$ cat src/adc_ctl_pkg.sv
package adc_ctl_pkg;
    // register map (byte offsets on the special function register bus)
    localparam logic [7:0] OFF_PORT_A = 8'h05;
    localparam logic [7:0] OFF_PORT_E = 8'h09;
    localparam logic [7:0] OFF_INT_CTRL = 8'h0B;
    localparam logic [7:0] OFF_IRQ_FLAGS = 8'h0C;
    localparam logic [7:0] OFF_RES_HIGH = 8'h1E;
    localparam logic [7:0] OFF_CTRL_MAIN = 8'h1F;
    localparam logic [7:0] OFF_PORT_A_DIR = 8'h85;
    localparam logic [7:0] OFF_PORT_E_DIR = 8'h89;
    localparam logic [7:0] OFF_IRQ_ENABLES = 8'h8C;
    localparam logic [7:0] OFF_RES_LOW = 8'h9E;
    localparam logic [7:0] OFF_FORMAT_PINS = 8'h9F;
    // reset values
    localparam logic [7:0] RST_INT_CTRL = 8'h00;
    localparam logic [7:0] RST_IRQ_FLAGS = 8'h00;
    localparam logic [7:0] RST_IRQ_ENABLES = 8'h00;
    localparam logic [7:0] RST_CTRL_MAIN = 8'h00;
    localparam logic [7:0] RST_FORMAT_PINS = 8'h00;
    localparam logic [7:0] RST_PORT_A_DIR = 8'h3F;
    localparam logic [7:0] RST_PORT_E_DIR = 8'h07;
    localparam logic [7:0] RST_PORT_A = 8'h00;
    localparam logic [7:0] RST_PORT_E = 8'h00;
    // implemented-bit masks
    localparam logic [7:0] MASK_CTRL_MAIN = 8'hFD;
    localparam logic [7:0] MASK_FORMAT_PINS = 8'h8F;
    localparam logic [7:0] MASK_PORT_A = 8'h3F;
    localparam logic [7:0] MASK_PORT_E = 8'h07;
    localparam logic [7:0] MASK_PORT_E_DIR = 8'hF7;
    // field positions
    localparam int BIT_POWER = 0;
    localparam int BIT_GO = 2;
    localparam int POS_CHANNEL = 3;
    localparam int POS_CLK_SEL = 6;
    localparam int BIT_JUSTIFY = 7;
    localparam int BIT_DONE_FLAG = 6;
    localparam int BIT_DONE_IE = 6;
    localparam int BIT_GLOBAL_IE = 7;
    localparam int BIT_PERIPH_IE = 6;
    // clock select codes
    localparam logic [1:0] CLK_DIV2 = 2'h0;
    localparam logic [1:0] CLK_DIV8 = 2'h1;
    localparam logic [1:0] CLK_DIV32 = 2'h2;
    localparam logic [1:0] CLK_RC = 2'h3;
    // timing counts in conversion bit times or oscillator periods
    localparam int DIV2_OSC = 2;
    localparam int DIV8_OSC = 8;
    localparam int DIV32_OSC = 32;
    localparam int CONV_BITS = 12;
    localparam int ABORT_WAIT_BITS = 2;
    localparam int RC_START_DELAY = 4;
    typedef enum logic [1:0] {ST_IDLE, ST_DELAY, ST_CONVERT, ST_WAIT} conv_state_t;
endpackage : adc_ctl_pkg

$ cat src/adc_sleep_reset_control.sv
`timescale 1ns/1ns
// Functional notes
// - rc sleep: finish, then power down unless irq
// - other clocks: sleep aborts and powers down
// - sleep operation only with rc clock code
// - reset clears registers except port directions (set to inputs), off, aborts conversion
// - result bytes not touched by reset
// - bit time from two-bit clock select
// - rc clock: one instruction delay before start
// - done: clear start, load result, set done flag, wake only if asleep with done irq enabled
// - software abort: no load, 2 bit wait
module adc_sleep_reset_control #(
    parameter int RC_DIV = 400,
    parameter int INSTR_CYCLES = 4
) (
    input wire logic clk_i,
    input wire logic rst_i,
    input wire logic [7:0] addr_i,
    input wire logic [7:0] wdata_i,
    input wire logic wr_i,
    input wire logic rd_i,
    output logic [7:0] rdata_o,
    input wire logic sleep_i,
    input wire logic [9:0] analog_sample_i,
    input wire logic [7:0] port_a_pins_i,
    input wire logic [2:0] port_e_pins_i,
    output logic [2:0] channel_o,
    output logic [3:0] pin_config_o,
    output logic [7:0] port_a_out_o,
    output logic [7:0] port_a_dir_o,
    output logic [2:0] port_e_out_o,
    output logic [2:0] port_e_dir_o,
    output logic converter_powered_o,
    output logic wake_o
);
    import adc_ctl_pkg::*;

    // every control register and the sequencer live in one packed record
    typedef struct packed {
        conv_state_t st;
        logic [7:0] ctrl_main;
        logic [7:0] format_pins;
        logic [7:0] int_ctrl;
        logic [7:0] irq_flags;
        logic [7:0] irq_enables;
        logic [7:0] port_a;
        logic [7:0] port_a_dir;
        logic [7:0] port_e;
        logic [7:0] port_e_dir;
        logic [15:0] div_cnt;
        logic [4:0] bit_cnt;
        logic asleep_off;
        logic wake;
        logic [7:0] rdata;
    } state_t;

    // result bytes live outside the reset struct so no reset touches them
    logic [7:0] res_high;
    logic [7:0] res_low;
    logic load_result;
    logic [15:0] result_word;
    state_t cur;
    state_t nxt;

    ////////////////////////////////////////////////////////////////////////
    // bit time length in system clocks for a given select code
    function automatic logic [15:0] bit_time(input logic [1:0] sel);
        logic [15:0] n;
        // a fallback keeps the result defined for any code
        n = 16'(DIV2_OSC);
        unique case (sel)
            CLK_DIV2: n = 16'(DIV2_OSC);
            CLK_DIV8: n = 16'(DIV8_OSC);
            CLK_DIV32: n = 16'(DIV32_OSC);
            CLK_RC: n = 16'(RC_DIV);
        endcase
        return n;
    endfunction : bit_time

    // place the 10-bit sample left or right in the 16-bit result pair
    function automatic logic [15:0] justify(input logic fmt, input logic [9:0] s);
        return fmt ? {6'h00, s} : {s, 6'h00};
    endfunction : justify

    logic [1:0] clk_sel;
    logic rc_sel;
    logic go_bit;
    logic tick;
    logic conv_busy;
    logic sleep_abort;

    // decoded control fields shared by the sequencer
    assign clk_sel = cur.ctrl_main[POS_CLK_SEL +: 2];
    assign rc_sel = (clk_sel == CLK_RC);
    assign go_bit = cur.ctrl_main[BIT_GO];
    // one system clock left in the current bit time
    assign tick = (cur.div_cnt == 16'h0001);
    // a conversion is under way, either in its start delay or converting
    assign conv_busy = (cur.st == ST_CONVERT) || (cur.st == ST_DELAY);
    // first sleep cycle on a divided clock cuts the converter off
    assign sleep_abort = sleep_i && !rc_sel && !cur.asleep_off;
    // spare bits of the result pair load as zeros on either side
    assign result_word = justify(cur.format_pins[BIT_JUSTIFY], analog_sample_i);

    ////////////////////////////////////////////////////////////////////////
    // next-state logic: register writes, then conversion sequencing
    always_comb begin
        nxt = cur;
        load_result = 1'b0;
        nxt.wake = 1'b0;

        // register writes; unimplemented bits are masked off on the way in
        if (wr_i) begin
            unique case (addr_i)
                OFF_CTRL_MAIN: nxt.ctrl_main = wdata_i & MASK_CTRL_MAIN;
                OFF_FORMAT_PINS: nxt.format_pins = wdata_i & MASK_FORMAT_PINS;
                OFF_INT_CTRL: nxt.int_ctrl = wdata_i;
                OFF_IRQ_FLAGS: nxt.irq_flags = wdata_i;
                OFF_IRQ_ENABLES: nxt.irq_enables = wdata_i;
                // port latches keep only the pins that exist; port E direction also keeps bits 7:4
                OFF_PORT_A: nxt.port_a = wdata_i & MASK_PORT_A;
                OFF_PORT_A_DIR: nxt.port_a_dir = wdata_i & MASK_PORT_A;
                OFF_PORT_E: nxt.port_e = wdata_i & MASK_PORT_E;
                OFF_PORT_E_DIR: nxt.port_e_dir = wdata_i & MASK_PORT_E_DIR;
                default: ;
            endcase
        end

        // leaving sleep re-arms the converter power
        if (!sleep_i) begin
            nxt.asleep_off = 1'b0;
        end

        // bit-time divider free-runs and reloads when it reaches one
        if (cur.div_cnt > 16'h0001) begin
            nxt.div_cnt = cur.div_cnt - 16'h0001;
        end else begin
            nxt.div_cnt = bit_time(clk_sel);
        end

        // conversion sequencer
        unique case (cur.st)
            ST_IDLE: begin
                // start only when powered and not shut down by sleep
                if (go_bit && cur.ctrl_main[BIT_POWER] && !cur.asleep_off) begin
                    // the rc clock waits one instruction; divided clocks start at once
                    if (rc_sel) begin
                        nxt.st = ST_DELAY;
                        nxt.bit_cnt = 5'(INSTR_CYCLES);
                    end else begin
                        nxt.st = ST_CONVERT;
                        nxt.bit_cnt = 5'(CONV_BITS);
                        nxt.div_cnt = bit_time(clk_sel);
                    end
                end
            end
            ST_DELAY: begin
                // hold off so the sleep instruction can take effect first
                if (cur.bit_cnt > 5'h01) begin
                    nxt.bit_cnt = cur.bit_cnt - 5'h01;
                end else begin
                    nxt.st = ST_CONVERT;
                    nxt.bit_cnt = 5'(CONV_BITS);
                    nxt.div_cnt = bit_time(clk_sel);
                end
            end
            ST_CONVERT: begin
                // count bit times; the last tick finishes the conversion
                if (tick) begin
                    nxt.bit_cnt = cur.bit_cnt - 5'h01;
                end
                // completion: clear start, load result, raise the done flag
                if (tick && cur.bit_cnt == 5'h01) begin
                    nxt.st = ST_IDLE;
                    nxt.ctrl_main[BIT_GO] = 1'b0;
                    load_result = 1'b1;
                    nxt.irq_flags[BIT_DONE_FLAG] = 1'b1;
                    // finished while asleep: wake if enabled, else power down
                    if (sleep_i) begin
                        if (cur.irq_enables[BIT_DONE_IE]) begin
                            nxt.wake = 1'b1;
                        end else begin
                            nxt.asleep_off = 1'b1;
                        end
                    end
                end
            end
            // settle two bit times after a software abort before a new start
            ST_WAIT: begin
                if (tick) begin
                    nxt.bit_cnt = cur.bit_cnt - 5'h01;
                    if (cur.bit_cnt == 5'h01) begin
                        nxt.st = ST_IDLE;
                    end
                end
            end
        endcase

        // software abort: go cleared mid-conversion, result untouched
        if (conv_busy && !nxt.ctrl_main[BIT_GO] && !load_result) begin
            nxt.st = ST_WAIT;
            nxt.bit_cnt = 5'(ABORT_WAIT_BITS);
            nxt.div_cnt = bit_time(clk_sel);
        end

        // sleep with a non-rc clock aborts; power bit stays set
        if (sleep_abort) begin
            nxt.asleep_off = 1'b1;
            nxt.st = ST_IDLE;
            nxt.ctrl_main[BIT_GO] = 1'b0;
            // a completion cut by the same edge does not raise the done flag; it keeps its old value
            if (load_result) begin
                nxt.irq_flags[BIT_DONE_FLAG] = cur.irq_flags[BIT_DONE_FLAG];
            end
            load_result = 1'b0;
            nxt.wake = 1'b0;
        end

        // power bit cleared: converter off, conversion dropped
        if (!nxt.ctrl_main[BIT_POWER]) begin
            nxt.st = ST_IDLE;
        end

        // read data stand one cycle after the strobe
        nxt.rdata = 8'h00;
        if (rd_i) begin
            unique case (addr_i)
                OFF_CTRL_MAIN: nxt.rdata = cur.ctrl_main;
                OFF_FORMAT_PINS: nxt.rdata = cur.format_pins;
                OFF_INT_CTRL: nxt.rdata = cur.int_ctrl;
                OFF_IRQ_FLAGS: nxt.rdata = cur.irq_flags;
                OFF_IRQ_ENABLES: nxt.rdata = cur.irq_enables;
                OFF_RES_HIGH: nxt.rdata = res_high;
                OFF_RES_LOW: nxt.rdata = res_low;
                // port reads return pin levels, not the latches
                OFF_PORT_A: nxt.rdata = {2'h0, port_a_pins_i[5:0]};
                OFF_PORT_A_DIR: nxt.rdata = cur.port_a_dir;
                OFF_PORT_E: nxt.rdata = {5'h00, port_e_pins_i};
                OFF_PORT_E_DIR: nxt.rdata = cur.port_e_dir;
                default: nxt.rdata = 8'h00;
            endcase
        end
    end

    ////////////////////////////////////////////////////////////////////////
    // state register; reset returns every control register to its value
    always_ff @(posedge clk_i) begin
        if (rst_i) begin
            // result bytes sit outside this record and keep their contents
            cur <= '0;
            // control registers back to their reset values
            cur.st <= ST_IDLE;
            cur.ctrl_main <= RST_CTRL_MAIN;
            cur.format_pins <= RST_FORMAT_PINS;
            cur.int_ctrl <= RST_INT_CTRL;
            cur.irq_flags <= RST_IRQ_FLAGS;
            cur.irq_enables <= RST_IRQ_ENABLES;
            cur.port_a <= RST_PORT_A;
            cur.port_a_dir <= RST_PORT_A_DIR;
            cur.port_e <= RST_PORT_E;
            cur.port_e_dir <= RST_PORT_E_DIR;
        end else begin
            cur <= nxt;
        end
    end

    // result bytes: written by software or on completion, never by reset;
    // a reset edge also blocks a completion or write that falls on it
    always_ff @(posedge clk_i) begin
        if (!rst_i) begin
            if (load_result) begin
                res_high <= result_word[15:8];
                res_low <= result_word[7:0];
            end else if (wr_i && addr_i == OFF_RES_HIGH) begin
                res_high <= wdata_i;
            end else if (wr_i && addr_i == OFF_RES_LOW) begin
                res_low <= wdata_i;
            end
        end
    end

    ////////////////////////////////////////////////////////////////////////
    // outputs
    assign rdata_o = cur.rdata;

    // register fields driven straight from the state record
    assign channel_o = cur.ctrl_main[POS_CHANNEL +: 3];
    assign pin_config_o = cur.format_pins[3:0];

    // port latches and directions
    assign port_a_out_o = cur.port_a;
    assign port_a_dir_o = cur.port_a_dir;
    assign port_e_out_o = cur.port_e[2:0];
    assign port_e_dir_o = cur.port_e_dir[2:0];
    // lowest-power state when off or shut down by sleep
    assign converter_powered_o = cur.ctrl_main[BIT_POWER] && !cur.asleep_off;

    // one-cycle wake pulse towards the core
    assign wake_o = cur.wake;
endmodule : adc_sleep_reset_control

$ cat config.mk
export PLATFORM = sky130hd
export DESIGN_NAME = adc_sleep_reset_control
export DESIGN_NICKNAME = d
export VERILOG_FILES = /design/src/adc_ctl_pkg.sv /design/src/adc_sleep_reset_control.sv
export SDC_FILE = /design/constraint.sdc
export NUM_CORES = 1
export LEC_CHECK = 0
export BUFFER_PORTS_ARGS = -buffer_cell sky130_fd_sc_hd__buf_2
export CORE_UTILIZATION = 50
export CTS_CLUSTER_DIAMETER = 50
export DETAILED_ROUTE_END_ITERATION = 16
export PLACE_DENSITY = 0.74
export REMOVE_ABC_BUFFERS = 1
export SLEW_MARGIN = 15
export SYNTH_ARGS = -nofsm -noshare
export SYNTH_HDL_FRONTEND = slang
export SYNTH_SLANG_ARGS = --single-unit
$ cat constraint.sdc
create_clock -name clk_i -period 2.45 [get_ports clk_i]
set_clock_uncertainty 0.05 [all_clocks]
set_input_delay 0.49 -clock clk_i [delete_from_list [all_inputs] [get_ports clk_i]]
set_output_delay 0.49 -clock clk_i [all_outputs]
set_load 0.05 [all_outputs]
==> qor_table.md, run 1 <==
| Parameter | This run | Unit |
|---|---|---|
| GRT overflow | 0 | - |
| Number of warnings printed during yosys synthesis | 0 | - |
| P per Cell Area | 689.5 | nW/um^2 |
| Diode insertion count for antenna repair | 0 | - |
| Number of buffers added on ports | 74 | - |
| Headroom to the max-slew limit | 61.18 | % |
| First-pass GRT wire length | 23020 | microns |
| Static Leakage | 0.002651 | uW |
| Antenna Violating Nets Remaining | 0 | - |
| Hold-fix buffers at CTS | 0 | - |
| Vias per std cell | 5.987 | - |
| CP startpoint kind | flop | - |
| Worst slew pin tran | 0.5769 | ns |
| Critical Path, Cell by Cell | ha_1 > nor4b_2 > nand4_1 > or3_4 > buf_4 > nor2_1 > a22o_1 | - |
| EDFF count, synth | 16 | - |
| Crit-path leading delay family | simple AND/OR/NAND/NOR gates | - |
| Row count | 38 | - |
| Worst Setup Path Type | reg2reg | - |
| Die area | 11720 | sq um |
| RSZ-0062 raised after global routing | no | - |
| Final routed wire length divided by cell count | 17.57 | microns |
| Number of buffer and inverter stages on the critical path | 1 | - |
| Clk pin slew, worst setup/hold paths | 0.07 | ns |
| Total vias in the final route | 4927 | - |
| Avg Inst Size Synth | 8.992 | sq um |
| Sequential share of the synthesized area | 40.77 | % |
| Number of endpoints with negative hold slack in the final report | 0 | - |
| Final Wtd Congestion | 0.8475 | - |
| Fin nets | 734 | - |
| Post-route clock period utilization | 91.19 | % |
| Proportion of layout cells with a drive suffix above 1 | 21.38 | % |
| Maximum Capacitance Violations | 0 | - |
| Initial DRC Count | 521 | - |
| Arr. time, crit path | 2.41 | ns |
| Number of buffers on the longest clock path | 2 | - |
| Half-perimeter wire length after placement | 10820 | microns |
| Yosys reg bits | 107 | - |
| Root Driver | sky130_fd_sc_hd__clkbuf_16 | - |
| Inserted Clock Buffers | 9 | - |
| Critical Path RT | 2.63 | ns |
| Hold Path Class | in2reg | - |
| Final total negative setup slack | 0 | ns |
| DRC errors left | 0 | - |
| Core area | 10940 | sq um |
| Area added between synthesis and finish | 12.16 | % |
| H-Tree Level Count | 3 | - |
| Run status | finished, final reports clean | - |
| Initial antenna violation count | 0 | - |
| Critical path fanouts, max | 11 | - |
| Gate count after technology mapping | 628 | - |
| Worst skew pair latency | 0.35 | ns |
| Final-report setup violation count | 0 | - |
| IR drop worst, VDD | 0.4915 | mV |
| Post-synthesis async set-or-reset flop share | 0 | % |
| Worst Setup End Kind | flop | - |
| Most used flip-flop cell after synthesis | sky130_fd_sc_hd__dfxtp_1 | - |
| Critical-path cell with the highest stage delay | sky130_fd_sc_hd__or3_4 | - |
| Number of top-level pins | 81 | - |
| Cell area after synthesis | 5647 | sq um |
| Max incr delay on CP | 0.43 | ns |
| Sequential Area | 2302 | sq um |
| Count of placed standard cells in the final layout, fillers left out | 823 | - |
| Total detailed-routing wirelength | 14460 | microns |
| Die span in y | 108.3 | microns |
| Area of the multi-input gates | 2854 | sq um |
| Fillcell total | 994 | - |
| Number of sinks driven by the clock tree | 107 | - |
| Library cells used by synthesis | 67 | - |
| Final max-slew violation count | 0 | - |
| Vias in the first global route | 4595 | - |
| Pin count of the biggest net entering global routing | 28 | - |
| Tot GR Track Use | 25.45 | % |
| Maximum achievable frequency | 447.6 | MHz |
| Clock tree from TritonCTS | done | - |
| Overall power after layout | 4367 | uW |
| Worst Hold Slack | 0.3669 | ns |
| Die Width | 108.3 | microns |
| Initial core utilization | 51.64 | % |
| Total instance count after detailed placement | 807 | - |
| Minimum clock period after layout | 2.234 | ns |
| Router iterations before antenna repair | 8 | - |
[report_power, final]
group / total (uW) / internal (uW) / switching (uW)
clock: 1450 / 766 / 687
combinational: 949 / 399 / 551
sequential: 1970 / 1860 / 100
total: 4370 / 3030 / 1340
[timing repair]
item / 4_1_cts / 5_1_grt
buffers inserted: 0 / 0
setup endpoints to repair: 0 / 47
endpoints found under the hold margin: 0 / 0
resized for setup: 0 / 3
[layer usage]
| metal | global-route usage [%] | vias up | wire length, microns |
|---|---|---|---|
| li1 | - | 2331 | - |
| met1 | 34.66 | 2334 | 6418 |
| met2 | 40.26 | 237 | 6643 |
| met3 | 4.702 | 25 | 1109 |
| met4 | 9.266 | 0 | 289 |
| met5 | 0 | - | 0 |
[logic make-up (layout without fill, tap and decap cells)]
family,after synthesis,in the layout,synth area share (%)
AND/OR/NAND/NOR,227,227,20.34
adder cells (fa/ha/maj),14,14,3.102
multiplexers,46,46,8.619
XOR/XNOR,13,13,2.016
AO/OA/AOI/OAI,131,131,15.89
flip-flops,107,107,40.77
other,1,4,0.06641
buffers and inverters,89,141,9.196
[final cells by class]
type / count / area share, %
Tap cell: 140 / 2.766
Inverter: 16 / 0.9482
Sequential cell: 107 / 36.35
Multi-Input combinational cell: 435 / 45.06
Clock inverter: 5 / 0.6717
Clock buffer: 11 / 4.010
Timing Repair Buffer: 109 / 10.19
[per-stage QoR]
| step | util [%] | setup WS [ns] | instance area [sq um] |
|---|---|---|---|
| 2_1_floorplan | - | -0.1439 | 5199 |
| 3_3_place_gp | 55.10 | 0.1155 | 6026 |
| 3_5_place_dp | 55.10 | 0.07038 | 6026 |
| 4_1_cts | 57.81 | 0.03819 | 6322 |
| 5_1_grt | 57.92 | 0.05229 | 6334 |
| 6_report | 57.92 | 0.2157 | 6334 |
[synth_stat cells, types with 17 or more instances]
cell	number	share of area, %
sky130_fd_sc_hd__a22oi_1	17	2.3
sky130_fd_sc_hd__clkbuf_1	28	1.9
sky130_fd_sc_hd__nor3_1	23	2.0
sky130_fd_sc_hd__a21oi_1	31	2.7
sky130_fd_sc_hd__nand3_1	32	2.8
sky130_fd_sc_hd__nor2_1	42	2.8
sky130_fd_sc_hd__buf_4	37	4.9
sky130_fd_sc_hd__mux2i_1	43	7.6
sky130_fd_sc_hd__nand2_1	74	4.9
sky130_fd_sc_hd__o21ai_0	22	2.0
sky130_fd_sc_hd__dfxtp_1	91	32
[layout by cell type, fill, tap and decap left out, types with 3 or more instances in the layout]
master / netlist / routed
sky130_fd_sc_hd__dfxtp_1: 91 / 91
sky130_fd_sc_hd__nand2_1: 74 / 74
sky130_fd_sc_hd__buf_2: 3 / 74
sky130_fd_sc_hd__mux2i_1: 43 / 43
sky130_fd_sc_hd__nor2_1: 42 / 42
sky130_fd_sc_hd__buf_4: 37 / 34
sky130_fd_sc_hd__nand3_1: 32 / 32
sky130_fd_sc_hd__a21oi_1: 31 / 31
sky130_fd_sc_hd__nor3_1: 23 / 23
sky130_fd_sc_hd__o21ai_0: 22 / 22
sky130_fd_sc_hd__a22oi_1: 17 / 17
sky130_fd_sc_hd__inv_1: 16 / 16
sky130_fd_sc_hd__edfxtp_1: 16 / 16
sky130_fd_sc_hd__ha_1: 14 / 14
sky130_fd_sc_hd__a22o_1: 13 / 13
sky130_fd_sc_hd__xnor2_1: 11 / 11
sky130_fd_sc_hd__clkbuf_16: 0 / 10
sky130_fd_sc_hd__nor4_1: 9 / 8
sky130_fd_sc_hd__nand2b_1: 6 / 6
sky130_fd_sc_hd__nor2b_1: 6 / 6
sky130_fd_sc_hd__o211ai_1: 6 / 6
sky130_fd_sc_hd__a222oi_1: 6 / 6
sky130_fd_sc_hd__a31oi_1: 6 / 6
sky130_fd_sc_hd__a32oi_1: 5 / 5
sky130_fd_sc_hd__nor4_2: 3 / 4
sky130_fd_sc_hd__o22ai_1: 4 / 4
sky130_fd_sc_hd__conb_1: 1 / 4
sky130_fd_sc_hd__nand4_1: 3 / 3
sky130_fd_sc_hd__and4bb_2: 3 / 3
sky130_fd_sc_hd__and2_1: 3 / 3
sky130_fd_sc_hd__or2_2: 3 / 3
sky130_fd_sc_hd__a211oi_1: 3 / 3
[state kept, by name, indices dropped and copies added, names as in the netlist]
| name | flops |
|---|---|
| port_a_dir_o | 6 |
| res_high | 8 |
| pin_config_o | 4 |
| rdata_o | 8 |
| clk_sel | 2 |
| channel_o | 3 |
| cur | 55 |
| port_e_dir_o | 3 |
| wake_o | 1 |
| port_a_out_o | 6 |
| port_e_out_o | 3 |
| res_low | 8 |
[path summary, 6_finish.rpt]
| check | startpoint | end | slack, ns | depth (start not counted) |
|---|---|---|---|---|
| worst min-delay path | sleep_i | cur[9] | 0.37 | 2 |
| worst max-delay path | cur[15] | res_high[5] | 0.22 | 7 |
| worst max register to register | cur[15] | res_high[5] | 0.22 | 7 |
| worst min register to register | cur[78] | cur[78] | 0.41 | 2 |
(Power assumes the default switching activity.)
==> run 2: changes to the inputs <==
==> constraint.sdc (replaced) <==
create_clock -name clk_i -period 2.45 [get_ports clk_i]
set_clock_uncertainty 0.05 [all_clocks]
set_input_delay 0.1225 -clock clk_i [delete_from_list [all_inputs] [get_ports clk_i]]
set_output_delay 0.1225 -clock clk_i [all_outputs]
set_load 0.05 [all_outputs]
==> run 2 against run 1 <==
Global-route usage up 0.40 points. Register-to-register slack worse by 0.07 ns. Worst setup slack worse by 0.073 ns. Wire length up 2.9%. Sequential power about the same. Cell count down 1.2%. Design area down 0.97%. Via count down 0.22%. Power up 1.3%. Non-clock buffer count down 10. Hold slack worse by 0.34 ns. Clock power up 4%. Largest cell class unchanged. Largest power group unchanged.
==> qor_table.md, run 2 (synthesis gave the netlist of run 1 again) <==
| Parameter | This run | Unit |
|---|---|---|
| Number of buffers added on ports | 74 | - |
| Die Width | 108.3 | microns |
| Final max-slew violation count | 0 | - |
| Diode insertion count for antenna repair | 0 | - |
| Worst slew pin tran | 0.5272 | ns |
| Number of post-CTS setup repair buffers | 0 | - |
| Share of total power consumed by net switching | 30.64 | % |
| Commonest non-fill, non-tap cell in the layout | sky130_fd_sc_hd__dfxtp_1 | - |
| First-pass GRT wire length | 23270 | microns |
| Clock tree from TritonCTS | done | - |
| Row count | 38 | - |
| Most flop-heavy register | cur | - |
| IR drop worst, VDD | 0.3213 | mV |
| Maximum Capacitance Violations | 0 | - |
| Router iterations before antenna repair | 9 | - |
| Critical Path RT | 2.62 | ns |
| Clk pin slew, worst setup/hold paths | 0.07 | ns |
| Most frequent cells in the layout | 91 x sky130_fd_sc_hd__dfxtp_1, 74 x sky130_fd_sc_hd__nand2_1, 74 x sky130_fd_sc_hd__buf_2 | - |
| Number of flip-flops in the largest register | 55 | - |
| Summed area of non-filler cells in the final layout | 6272 | sq um |
| Inserted Clock Buffers | 9 | - |
| Initial core utilization | 51.64 | % |
| Worst skew pair latency | 0.35 | ns |
| Internal | 3069 | uW |
| CP startpoint kind | flop | - |
| Final total negative setup slack | 0 | ns |
| Headroom to the max-slew limit | 64.78 | % |
| Initial antenna violation count | 0 | - |
| Minimum clock period after layout | 2.307 | ns |
| Clock power frac | 34.1 | % |
| Die span in y | 108.3 | microns |
| Number of top-level pins | 81 | - |
| Hold Path Class | in2reg | - |
| Initial DRC Count | 442 | - |
| Core area | 10940 | sq um |
| Number of endpoints with negative hold slack in the final report | 0 | - |
| Final routed wire length divided by cell count | 18.30 | microns |
| Vias in the first global route | 4603 | - |
| Total detailed-routing wirelength | 14880 | microns |
| Proportion of layout cells with a drive suffix above 1 | 20.36 | % |
| GRT overflow | 0 | - |
| Final-report setup violation count | 0 | - |
| Root Driver | sky130_fd_sc_hd__clkbuf_16 | - |
| Overall power after layout | 4425 | uW |
| Number of sinks driven by the clock tree | 107 | - |
| Post-route clock period utilization | 94.18 | % |
| Die area | 11720 | sq um |
| DRC errors left | 0 | - |
| H-Tree Level Count | 3 | - |
| Power share of the sequential group | 44.4 | % |
| Total vias in the final route | 4916 | - |
| Half-perimeter wire length after placement | 10560 | microns |
| Worst Hold Slack | 0.02855 | ns |
| Cell Area, Placed | 5943 | sq um |
| Arr. time, crit path | 2.48 | ns |
| Reg2Reg Depth | 7 | - |
| Run status | finished, final reports clean | - |
| Tot GR Track Use | 25.85 | % |
| P per Cell Area | 705.5 | nW/um^2 |
| Area of the multi-input gates | 2855 | sq um |
| Worst Setup End Kind | flop | - |
| Fin nets | 724 | - |
| Static Leakage | 0.002607 | uW |
| Worst Setup Path Type | reg2reg | - |
| Maximum achievable frequency | 433.4 | MHz |
| Number of buffers on the longest clock path | 2 | - |
| Net Switching | 1356 | uW |
| Antenna Violating Nets Remaining | 0 | - |
| Critical path fanouts, max | 21 | - |
| Fillcell total | 989 | - |
| Vias per std cell | 6.047 | - |
| Sequential Area | 2302 | sq um |
| Area added between synthesis and finish | 11.08 | % |
| Hold depth | 2 | - |
| Power share of the combinational group | 21.6 | % |
| Pin count of the biggest net entering global routing | 37 | - |
| Final Wtd Congestion | 0.8934 | - |
==> run 2: cell type report <==
type / count / area share (%)
clock buffer: 9 / 3.591
clock inverter: 7 / 1.297
inverter: 16 / 0.9575
multi-input combinational: 435 / 45.52
sequential: 107 / 36.70
tap: 140 / 2.793
timing repair buffer: 99 / 9.136
==> run 2: stage by stage <==
| stage | cells | utilization, % | setup WS, ns |
|---|---|---|---|
| after floorplan | 558 | - | -0.1439 |
| after global routing | 813 | 57.36 | -0.01759 |
| final | 813 | 57.36 | 0.1427 |
| after detailed placement | 796 | 54.35 | 0.04125 |
| after CTS | 813 | 57.24 | 0.02151 |
| after global placement | 796 | 54.35 | 0.1528 |
==> run 2: routing by layer <==
layer  vias to the layer above  share of wire (%)  track usage (%)
met1                      2385                 44            34.24
li1                       2313                  -                -
met3                        18                6.7            4.400
met5                         -                  0                0
met2                       200                 48            43.31
met4                         0                1.6            7.336
==> run 2: power by group through the flow <==
stage / Sequential (uW) / Combinational (uW) / Clock, uW
floorplan: 1980 / 650 / 0
global placement: 1990 / 898 / 0
detailed placement: 2000 / 927 / 0
CTS: 1960 / 938 / 1520
global route: 1980 / 1050 / 1590
finish: 1960 / 954 / 1510
==> run 2: what timing repair did <==
| action | 4_1_cts | 5_1_grt |
|---|---|---|
| hold endpoints to repair | 1 | 0 |
| hold buffers | 1 | 0 |
| endpoints found under the setup margin | 0 | 51 |
| resized for setup | 0 | 4 |
==> run 2: critical path: stages (launching register included) <==
cell	delay, ns
sky130_fd_sc_hd__dfxtp_1	0.40
sky130_fd_sc_hd__ha_1	0.22
sky130_fd_sc_hd__nor4b_2	0.26
sky130_fd_sc_hd__nand4_1	0.18
sky130_fd_sc_hd__or3_1	0.49
sky130_fd_sc_hd__buf_12	0.21
sky130_fd_sc_hd__nor2_1	0.19
sky130_fd_sc_hd__a22o_1	0.17
==> run 2: path summary, 6_finish.rpt <==
path                 endpoint  slack (ns)               start
setup / recovery  res_high[4]        0.14             cur[15]
hold / removal     res_low[2]        0.03  analog_sample_i[2]
setup reg to reg  res_high[4]        0.14             cur[15]
hold reg to reg       cur[86]        0.41             cur[86]
